## config.mk

```make
export PLATFORM = sky130hd
export DESIGN_NAME = pmcs_top
export DESIGN_NICKNAME = d
export VERILOG_FILES = /design/src/design/pmcs_pkg.sv /design/src/design/pmcs_top.sv
export SDC_FILE = /design/constraint.sdc
export NUM_CORES = 1
export LEC_CHECK = 0
export ABC_CLOCK_PERIOD_IN_PS = 2400
export BUFFER_PORTS_ARGS = -buffer_cell sky130_fd_sc_hd__buf_2
export CAP_MARGIN = 30
export CORE_MARGIN = 4
export CORE_UTILIZATION = 40
export DETAILED_ROUTE_END_ITERATION = 10
export PLACE_DENSITY = 0.73
export SYNTH_ARGS = -nofsm -noshare
export SYNTH_HDL_FRONTEND = slang
export SYNTH_SLANG_ARGS = --single-unit
```

## constraint.sdc

```tcl
create_clock -name clock -period 2.4 [get_ports clock]
set_clock_uncertainty 0.2 [all_clocks]
set_input_delay 0 -clock clock [delete_from_list [all_inputs] [get_ports clock]]
set_output_delay 0 -clock clock [all_outputs]
set_load 0.02 [all_outputs]
```

## src/design/pmcs_pkg.sv

```systemverilog
// Package: register map, field layout and timing constants for clock/power control
package pmcs_pkg;
  localparam logic [1:0] ADDR_LVD   = 2'h0;
  localparam logic [1:0] ADDR_SYS   = 2'h1;
  localparam logic [1:0] ADDR_STAT  = 2'h2;
  localparam logic [1:0] ADDR_MASK  = 2'h3;
  localparam int LVD_IE_BIT   = 7;
  localparam int LVD_EN_BIT   = 6;
  localparam int LVD_LVL_HI   = 5;
  localparam int LVD_LVL_LO   = 4;
  localparam int LVD_WAKE_BIT = 0;
  localparam int SYS_TMR_BIT  = 6;
  localparam int SYS_CPU_BIT  = 5;
  localparam int SYS_IDLE_BIT = 4;
  localparam int SYS_RC_HI    = 1;
  localparam int SYS_RC_LO    = 0;
  localparam int OPT_RC_HI    = 6;
  localparam int OPT_RC_LO    = 5;
  localparam int STAT_LVD_BIT = 0;
  localparam int STAT_RC_BIT  = 1;
  localparam logic [7:0] LVD_RST  = 8'h00;
  localparam logic [7:0] SYS_RST  = 8'h60;
  localparam logic [7:0] LVD_MASK = 8'hF1;
  localparam logic [7:0] SYS_MASK = 8'h73;
  localparam logic [7:0] EVT_MASK = 8'h03;
  // Threshold codes for the comparator bank (index into vdd_above input)
  localparam logic [1:0] LVL_2V2 = 2'b11;
  localparam logic [1:0] LVL_3V3 = 2'b10;
  localparam logic [1:0] LVL_4V0 = 2'b01;
  localparam logic [1:0] LVL_4V5 = 2'b00;
  localparam logic [1:0] RC_4M  = 2'b11;
  localparam logic [1:0] RC_16M = 2'b10;
  localparam logic [1:0] RC_8M  = 2'b01;
  localparam logic [1:0] RC_1M  = 2'b00;
  localparam int WAKE_XTAL_CLK  = 510;
  localparam int WAKE_OTHER_CLK = 8;
  localparam int CLK_MHZ = 10;
  // Settling times in ns, worst row of each target frequency
  localparam int RC_SET_4M_NS  = 5000;
  localparam int RC_SET_16M_NS = 1500;
  localparam int RC_SET_8M_NS  = 3000;
  localparam int RC_SET_1M_NS  = 24000;
  localparam int CLK_PERIOD_NS = 1000 / CLK_MHZ;
  // Least time: round up, at least one cycle
  localparam int RC_SET_4M_CYC  = (RC_SET_4M_NS + CLK_PERIOD_NS - 1) / CLK_PERIOD_NS;
  localparam int RC_SET_16M_CYC = (RC_SET_16M_NS + CLK_PERIOD_NS - 1) / CLK_PERIOD_NS;
  localparam int RC_SET_8M_CYC  = (RC_SET_8M_NS + CLK_PERIOD_NS - 1) / CLK_PERIOD_NS;
  localparam int RC_SET_1M_CYC  = (RC_SET_1M_NS + CLK_PERIOD_NS - 1) / CLK_PERIOD_NS;
  localparam int CNT_W = 10;
  typedef enum logic [3:0] {
    PMCS_RUN    = 4'b0001,
    PMCS_LOWPWR = 4'b0010,
    PMCS_STAB   = 4'b0100,
    PMCS_COUNT  = 4'b1000
  } pmcs_state_t;
endpackage

```

## src/design/pmcs_top.sv

```systemverilog
// Clock source, low-voltage detect and power-mode control block
`timescale 1ns/1ps
`default_nettype none
module pmcs_top #(
  parameter int STAB_CYC = 4
) (
  input  wire logic       clock,
  input  wire logic       rst_n,
  input  wire logic [1:0] reg_addr,
  input  wire logic [7:0] reg_wdata,
  input  wire logic       reg_wr,
  input  wire logic       reg_rd,
  output logic      [7:0] reg_rdata,
  input  wire logic [7:0] code_option_w1,
  input  wire logic [3:0] vdd_above,
  input  wire logic       sleep_instruction,
  input  wire logic       wake_event,
  input  wire logic       ext_pin_wake,
  input  wire logic       osc_is_crystal,
  input  wire logic       osc_stable,
  output logic            irq,
  output logic            fetch_enable,
  output logic            idle_mode,
  output logic            sleep_mode,
  output logic            cpu_clk_sel_main,
  output logic            main_osc_enable,
  output logic            counter_clk_sel_main,
  output logic      [1:0] rc_freq_sel,
  output logic            ext_pin_wake_enable,
  output logic            low_volt_state_n
);
  // The floor must fit the shared counter and leave at least one cycle
  if (STAB_CYC < 1 || STAB_CYC >= (1 << pmcs_pkg::CNT_W))
  begin : g_stab_cyc_bad
    $error("STAB_CYC out of range");
  end

  logic [7:0] lvd_r;
  logic [7:0] sys_r;
  logic [7:0] stat_r;
  logic [7:0] mask_r;
  logic       state_n_r;
  logic       boot_r;
  logic       xtal_wake_r;
  logic [pmcs_pkg::CNT_W-1:0] cnt_r;
  pmcs_pkg::pmcs_state_t st_r;
  logic       wr_lvd;
  logic       wr_sys;
  logic       rc_change;
  logic       state_n_nxt;
  logic [7:0] evt;
  logic       wake_req;
  logic       cnt_zero;
  logic       sleep_go;
  logic       wake_go;
  logic       stab_done;

  function automatic logic [pmcs_pkg::CNT_W-1:0] rc_settle(
    input logic [1:0] sel
  );
    unique case (sel)
      pmcs_pkg::RC_4M:  rc_settle = pmcs_pkg::CNT_W'(pmcs_pkg::RC_SET_4M_CYC);
      pmcs_pkg::RC_16M: rc_settle = pmcs_pkg::CNT_W'(pmcs_pkg::RC_SET_16M_CYC);
      pmcs_pkg::RC_8M:  rc_settle = pmcs_pkg::CNT_W'(pmcs_pkg::RC_SET_8M_CYC);
      default:          rc_settle = pmcs_pkg::CNT_W'(pmcs_pkg::RC_SET_1M_CYC);
    endcase
  endfunction

  assign wr_lvd = reg_wr && (reg_addr == pmcs_pkg::ADDR_LVD);
  assign wr_sys = reg_wr && (reg_addr == pmcs_pkg::ADDR_SYS);
  assign rc_change = wr_sys && (reg_wdata[pmcs_pkg::SYS_RC_HI:pmcs_pkg::SYS_RC_LO]
                     != sys_r[pmcs_pkg::SYS_RC_HI:pmcs_pkg::SYS_RC_LO]);

  // Threshold compare; vdd_above[i] is high when supply exceeds level code i
  always_comb
  begin
    if (!lvd_r[pmcs_pkg::LVD_EN_BIT])
      state_n_nxt = 1'b1;
    else
      state_n_nxt = vdd_above[lvd_r[pmcs_pkg::LVD_LVL_HI:pmcs_pkg::LVD_LVL_LO]];
  end

  always_ff @(posedge clock or negedge rst_n)
  begin
    if (!rst_n)
      lvd_r <= pmcs_pkg::LVD_RST;
    else if (wr_lvd)
      lvd_r <= reg_wdata & pmcs_pkg::LVD_MASK;
  end

  // Strap of the RC select is taken on the first clock after release
  always_ff @(posedge clock or negedge rst_n)
  begin
    if (!rst_n)
    begin
      sys_r  <= pmcs_pkg::SYS_RST;
      boot_r <= 1'b1;
    end
    else if (boot_r)
    begin
      boot_r <= 1'b0;
      sys_r[pmcs_pkg::SYS_RC_HI] <= code_option_w1[pmcs_pkg::OPT_RC_HI];
      sys_r[pmcs_pkg::SYS_RC_LO] <= code_option_w1[pmcs_pkg::OPT_RC_LO];
    end
    else if (wr_sys)
      sys_r <= reg_wdata & pmcs_pkg::SYS_MASK;
  end

  always_ff @(posedge clock or negedge rst_n)
  begin
    if (!rst_n)
      state_n_r <= 1'b1;
    else
      state_n_r <= state_n_nxt;
  end

  // Event vector: low-voltage crossing and end of a COUNT (RC settle or wake count)
  always_comb
  begin
    evt = 8'h00;
    evt[pmcs_pkg::STAT_LVD_BIT] = (state_n_nxt != state_n_r);
    evt[pmcs_pkg::STAT_RC_BIT]  = (st_r == pmcs_pkg::PMCS_COUNT) && (cnt_r == '0);
  end

  // Set beats a same-cycle write-one-to-clear
  always_ff @(posedge clock or negedge rst_n)
  begin
    if (!rst_n)
      stat_r <= 8'h00;
    else if (reg_wr && reg_addr == pmcs_pkg::ADDR_STAT)
      stat_r <= ((stat_r & ~reg_wdata) | evt) & pmcs_pkg::EVT_MASK;
    else
      stat_r <= stat_r | evt;
  end

  always_ff @(posedge clock or negedge rst_n)
  begin
    if (!rst_n)
      mask_r <= 8'h00;
    else if (reg_wr && reg_addr == pmcs_pkg::ADDR_MASK)
      mask_r <= reg_wdata & pmcs_pkg::EVT_MASK;
  end

  always_ff @(posedge clock or negedge rst_n)
  begin
    if (!rst_n)
      irq <= 1'b0;
    else
      irq <= ((stat_r[pmcs_pkg::STAT_LVD_BIT] & lvd_r[pmcs_pkg::LVD_IE_BIT]
              & mask_r[pmcs_pkg::STAT_LVD_BIT])
             | (stat_r[pmcs_pkg::STAT_RC_BIT] & mask_r[pmcs_pkg::STAT_RC_BIT]));
  end

  // Sequencer qualifiers shared by the state, counter and mode registers
  assign wake_req  = wake_event
                     || (ext_pin_wake && lvd_r[pmcs_pkg::LVD_WAKE_BIT]);
  assign cnt_zero  = (cnt_r == '0);
  assign sleep_go  = (st_r == pmcs_pkg::PMCS_RUN) && !rc_change
                     && sleep_instruction;
  assign wake_go   = (st_r == pmcs_pkg::PMCS_LOWPWR) && wake_req;
  assign stab_done = (st_r == pmcs_pkg::PMCS_STAB) && cnt_zero && osc_stable;

  // Power-mode sequencer; a frequency change reuses the counting state
  always_ff @(posedge clock or negedge rst_n)
  begin
    if (!rst_n)
      st_r <= pmcs_pkg::PMCS_RUN;
    else
    begin
      unique case (st_r)
        pmcs_pkg::PMCS_RUN:
        begin
          if (rc_change)
            st_r <= pmcs_pkg::PMCS_COUNT;
          else if (sleep_instruction)
            st_r <= pmcs_pkg::PMCS_LOWPWR;
        end
        pmcs_pkg::PMCS_LOWPWR:
        begin
          if (wake_req)
            st_r <= pmcs_pkg::PMCS_STAB;
        end
        pmcs_pkg::PMCS_STAB:
        begin
          if (cnt_zero && osc_stable)
            st_r <= pmcs_pkg::PMCS_COUNT;
        end
        pmcs_pkg::PMCS_COUNT:
        begin
          if (cnt_zero)
            st_r <= pmcs_pkg::PMCS_RUN;
        end
        default:
          st_r <= pmcs_pkg::PMCS_RUN;
      endcase
    end
  end

  // One down-counter serves the floor, the wake count and the RC settle
  always_ff @(posedge clock or negedge rst_n)
  begin
    if (!rst_n)
      cnt_r <= '0;
    else if (st_r == pmcs_pkg::PMCS_RUN && rc_change)
      cnt_r <= rc_settle(
        reg_wdata[pmcs_pkg::SYS_RC_HI:pmcs_pkg::SYS_RC_LO]);
    else if (wake_go)
      cnt_r <= pmcs_pkg::CNT_W'(STAB_CYC);
    else if (stab_done)
      cnt_r <= xtal_wake_r ? pmcs_pkg::CNT_W'(pmcs_pkg::WAKE_XTAL_CLK - 1)
                           : pmcs_pkg::CNT_W'(pmcs_pkg::WAKE_OTHER_CLK - 1);
    else if ((st_r == pmcs_pkg::PMCS_STAB || st_r == pmcs_pkg::PMCS_COUNT)
             && !cnt_zero)
      cnt_r <= cnt_r - 1'b1;
  end

  // Long count only when the crystal will clock the CPU after waking
  always_ff @(posedge clock or negedge rst_n)
  begin
    if (!rst_n)
      xtal_wake_r <= 1'b0;
    else if (wake_go)
      xtal_wake_r <= osc_is_crystal & sys_r[pmcs_pkg::SYS_CPU_BIT];
  end

  always_ff @(posedge clock or negedge rst_n)
  begin
    if (!rst_n)
    begin
      idle_mode  <= 1'b0;
      sleep_mode <= 1'b0;
    end
    else if (sleep_go)
    begin
      idle_mode  <= sys_r[pmcs_pkg::SYS_IDLE_BIT];
      sleep_mode <= ~sys_r[pmcs_pkg::SYS_IDLE_BIT];
    end
    else if (wake_go)
    begin
      idle_mode  <= 1'b0;
      sleep_mode <= 1'b0;
    end
  end

  assign fetch_enable = (st_r == pmcs_pkg::PMCS_RUN) && !rc_change;

  always_ff @(posedge clock or negedge rst_n)
  begin
    if (!rst_n)
      reg_rdata <= 8'h00;
    else if (reg_rd)
    begin
      unique case (reg_addr)
        pmcs_pkg::ADDR_LVD:  reg_rdata <= lvd_r;
        pmcs_pkg::ADDR_SYS:  reg_rdata <= sys_r;
        pmcs_pkg::ADDR_STAT: reg_rdata <= stat_r;
        pmcs_pkg::ADDR_MASK: reg_rdata <= mask_r;
      endcase
    end
    else
      reg_rdata <= 8'h00;
  end

  assign cpu_clk_sel_main     = sys_r[pmcs_pkg::SYS_CPU_BIT];
  assign main_osc_enable      = sys_r[pmcs_pkg::SYS_CPU_BIT];
  assign counter_clk_sel_main = sys_r[pmcs_pkg::SYS_TMR_BIT];
  assign rc_freq_sel          = sys_r[pmcs_pkg::SYS_RC_HI:pmcs_pkg::SYS_RC_LO];
  assign ext_pin_wake_enable  = lvd_r[pmcs_pkg::LVD_WAKE_BIT];
  assign low_volt_state_n     = state_n_r;
endmodule
`default_nettype wire

```

==> impl_metrics.env <==
export IMPL_dp_hpwl_um=3930
export IMPL_synth_avg_cell_area_um2=10.0
export IMPL_io_buffers=39
export IMPL_antenna_found_initial=0
export IMPL_synth_top_cell_by_area="dfrtp_1"
export IMPL_gr_usage_met3_pct=3.07
export IMPL_avgRoutedWirePerCell_um=15.8
export IMPL_busiest_layer="met2"
export IMPL_hold_start="osc_stable"
export IMPL_r2r_start="st_r[0]"
export IMPL_synth_async_reset_ratio_pct=100
export IMPL_ff2ff_setup_slack_ns=0.009
export IMPL_status="finished, final reports clean"
export IMPL_max_slew_margin_rel_pct=40.9
export IMPL_grt_pass1_vias=1975
export IMPL_clock_fmax_mhz=418
export IMPL_dr_pass1_iters=4
export IMPL_fin_ws_ns=0.00877
export IMPL_slew_violations=0
export IMPL_clock_sinks=40
export IMPL_yosysUniqueCellTypes=52
export IMPL_rows=26
export IMPL_whs_endpoint="st_r[0]"
export IMPL_fin_crit_sh_pct=99.6
export IMPL_leakage_uw=0.00147
export IMPL_use_met2_pct=29.9
export IMPL_synth_top_area_share_pct=39.9
export IMPL_num_io_pins=50
export IMPL_grt_use_total_pct=18.0
export IMPL_finalCriticalPeriod_ns=2.39
export IMPL_dieWidth_um=82.1
export IMPL_setup_viol=0
export IMPL_syn_cell_area_mm2=0.00219
export IMPL_yosysWarnings=0
export IMPL_clk_latency_ns=0.30
export IMPL_ir_drop_mv=0.620
export IMPL_met1_usage_pct=23.1
export IMPL_hold_violations=0
export IMPL_cts_root_buf="clkbuf_8"
export IMPL_cap_violations=0
export IMPL_synth_seq_cells=40
export IMPL_post_synth_inst_count=219
export IMPL_reg2reg_depth=7
export IMPL_cts_tree="yes"
export IMPL_vias=2011
export IMPL_place_area_mm2=0.00263
export IMPL_yosysSeqAreaShare_pct=45.9
export IMPL_clk_path_buf_depth=2
export IMPL_hold_class="input port to flop"
export IMPL_worstSetupEndpointType="flop"
export IMPL_area_delta_synth_final_pct=42.2
export IMPL_grt_overflow=0
export IMPL_crit_type="flop to flop"
export IMPL_r2r_end="cnt_r[2]"
export IMPL_die_area_mm2=0.00673
export IMPL_multiInputGateArea_mm2=0.00119
export IMPL_core_area_mm2=0.00520
export IMPL_synthFlopType="dfrtp_1"
export IMPL_synth_edff_count=0
export IMPL_routed_wirelength_um=6060
export IMPL_htreeDepth=2
export IMPL_startpoint_type="flop"
export IMPL_nets=348
export IMPL_cp_required_ns=2.42
export IMPL_drt_iter0_drc=230
export IMPL_grt_pass1_wl_um=9340
export IMPL_crit_arrival_ns=2.41
export IMPL_register_area_mm2=0.00101
export IMPL_worst_pin_slew_ns=0.887
export IMPL_placedCellCount=346
export IMPL_path_clk_slew_ns=0.09
export IMPL_stdcell_count=384
export IMPL_grt_max_degree=41
export IMPL_start_util_pct=42.1
export IMPL_place_gp_congestion=0.894
export IMPL_synth_most_common_cell="dfrtp_1"
export IMPL_netlist_top_cells_area="dfrtp_1 (40%), dfstp_2 (6.0%), mux2_2 (4.6%)"
export IMPL_vias_per_cell=5.24
export IMPL_hold_depth=6
export IMPL_post_route_cell_area_mm2=0.00312
export IMPL_pre_cts_ws_ns=-0.0316
export IMPL_power_density_mw_per_mm2=971
export IMPL_drive_above_1_share_pct=40.4
export IMPL_diodes=0
export IMPL_worstPathMaxFanout=3
export IMPL_die_h_um=82.1
export IMPL_ant_nets=0
export IMPL_fill_cells=413
export IMPL_drc=0
export IMPL_synth_commonest_cells="dfrtp_1 (35), nand2_1 (26), nor2_1 (17)"
export IMPL_rsz0062_at_grt="yes"
export IMPL_cts_buffers=5
-- state kept, by name, indices dropped and copies added, names as in the netlist --
register          flops
xtal_wake_r           1
mask_r                2
sleep_mode            1
lvd_r                 5
reg_rdata             6
cnt_r                10
low_volt_state_n      1
idle_mode             1
stat_r                2
st_r                  4
irq                   1
boot_r                1
sys_r                 5
-- placed cells by master, fill, tap and decap left out, types with 2 or more instances in the layout --
| cell | count |
|---|---|
| buf_2 | 39 |
| buf_4 | 36 |
| dfrtp_1 | 34 |
| nand2_1 | 25 |
| dlygate4sd3_1 | 19 |
| nor2_1 | 16 |
| o21ai_0 | 11 |
| a21oi_1 | 10 |
| mux2_2 | 9 |
| nand3_1 | 8 |
| inv_1 | 6 |
| nor3_1 | 6 |
| dfstp_2 | 5 |
| clkbuf_8 | 5 |
| nand2b_1 | 4 |
| mux2i_1 | 4 |
| xnor2_1 | 3 |
| nor4b_4 | 3 |
| xor2_1 | 3 |
| a31oi_1 | 3 |
| o21ai_1 | 3 |
| ha_1 | 3 |
| conb_1 | 3 |
| buf_6 | 3 |
| inv_2 | 2 |
| and2_1 | 2 |
| mux4_2 | 2 |
| xnor2_2 | 2 |
| nand3b_1 | 2 |
| or4b_1 | 2 |
| nor3b_1 | 2 |
| nor4b_1 | 2 |
| nand4_1 | 2 |
| clkinv_4 | 2 |
-- where the power goes --
part | internal [µW] | total [µW] | switching (µW)
Clock | 313 | 568 | 255
Combinational | 713 | 1450 | 735
Sequential | 866 | 1010 | 147
-- timing repair --
item                                    CTS  global route
buffers inserted                          5             6
hold buffers                             19             0
resized for setup                         1            23
cloned                                    0             0
hold endpoints to repair                 62             0
pin swaps                                 3            13
endpoints found under the setup margin    3             9
-- logic make-up (layout without fill, tap and decap cells) --
family                     count (synthesis)  in the layout  share of synthesized area, %
other                                      1              3                         0.171
and+or+nand+nor                           88             88                          22.2
muxes                                     15             15                          8.50
xor gates and xnor gates                   8              8                          3.19
adders and majority gates                  4              4                          2.28
AOI/OAI and AO/OA                         43             43                          12.8
DFF                                       40             40                          45.9
buffers and inverters                     20            113                          4.91
-- routing by layer --
metal | wire, µm | up-vias
li1 | - | 961
met2 | 3080 | 68
met1 | 2600 | 970
met4 | 140 | 0
met3 | 239 | 12
met5 | 0 | -
-- how the worst max path moves through the flow --
stage / start / to / cells after the start
final: st_r[0] / cnt_r[2] / 7
after global routing: st_r[0] / cnt_r[2] / 7
after floorplan: st_r[0] / cnt_r[2] / 8
after detailed placement: cnt_r[1] / cnt_r[8] / 9
after global placement: st_r[1] / cnt_r[2] / 7
after CTS: cnt_r[1] / cnt_r[8] / 9
-- stage by stage --
stage,total power (µW),hold slack [ns],utilization [%],setup TNS [ns]
6_report,3030,0.127,59.9,0
5_1_grt,3210,0.156,59.9,-0.169
4_1_cts,2890,0.0839,57.1,-0.00598
3_5_place_dp,2240,-0.0276,50.4,-0.0500
3_3_place_gp,2220,-0.0345,50.4,-0.00239
2_1_floorplan,1800,-0.496,-,0
-- area by class of cell --
cell class	instances	area share, %
inverters	8	0.963
multi-input cells	161	38.0
well taps	70	2.81
clock inverters	3	1.52
repair buffers	97	22.1
flip-flops and latches	40	32.3
clock buffers	5	2.21
-- worst max-delay path: stages (launching register included) --
cell and delay [ns]:
dfstp_2 0.53, or4b_4 0.49, a211oi_4 0.26, buf_6 0.16, a21oi_4 0.04, nor4b_4 0.31
o21ai_1 0.14, a211oi_2 0.18
No activity file was read; power rests on OpenSTA's default activity.
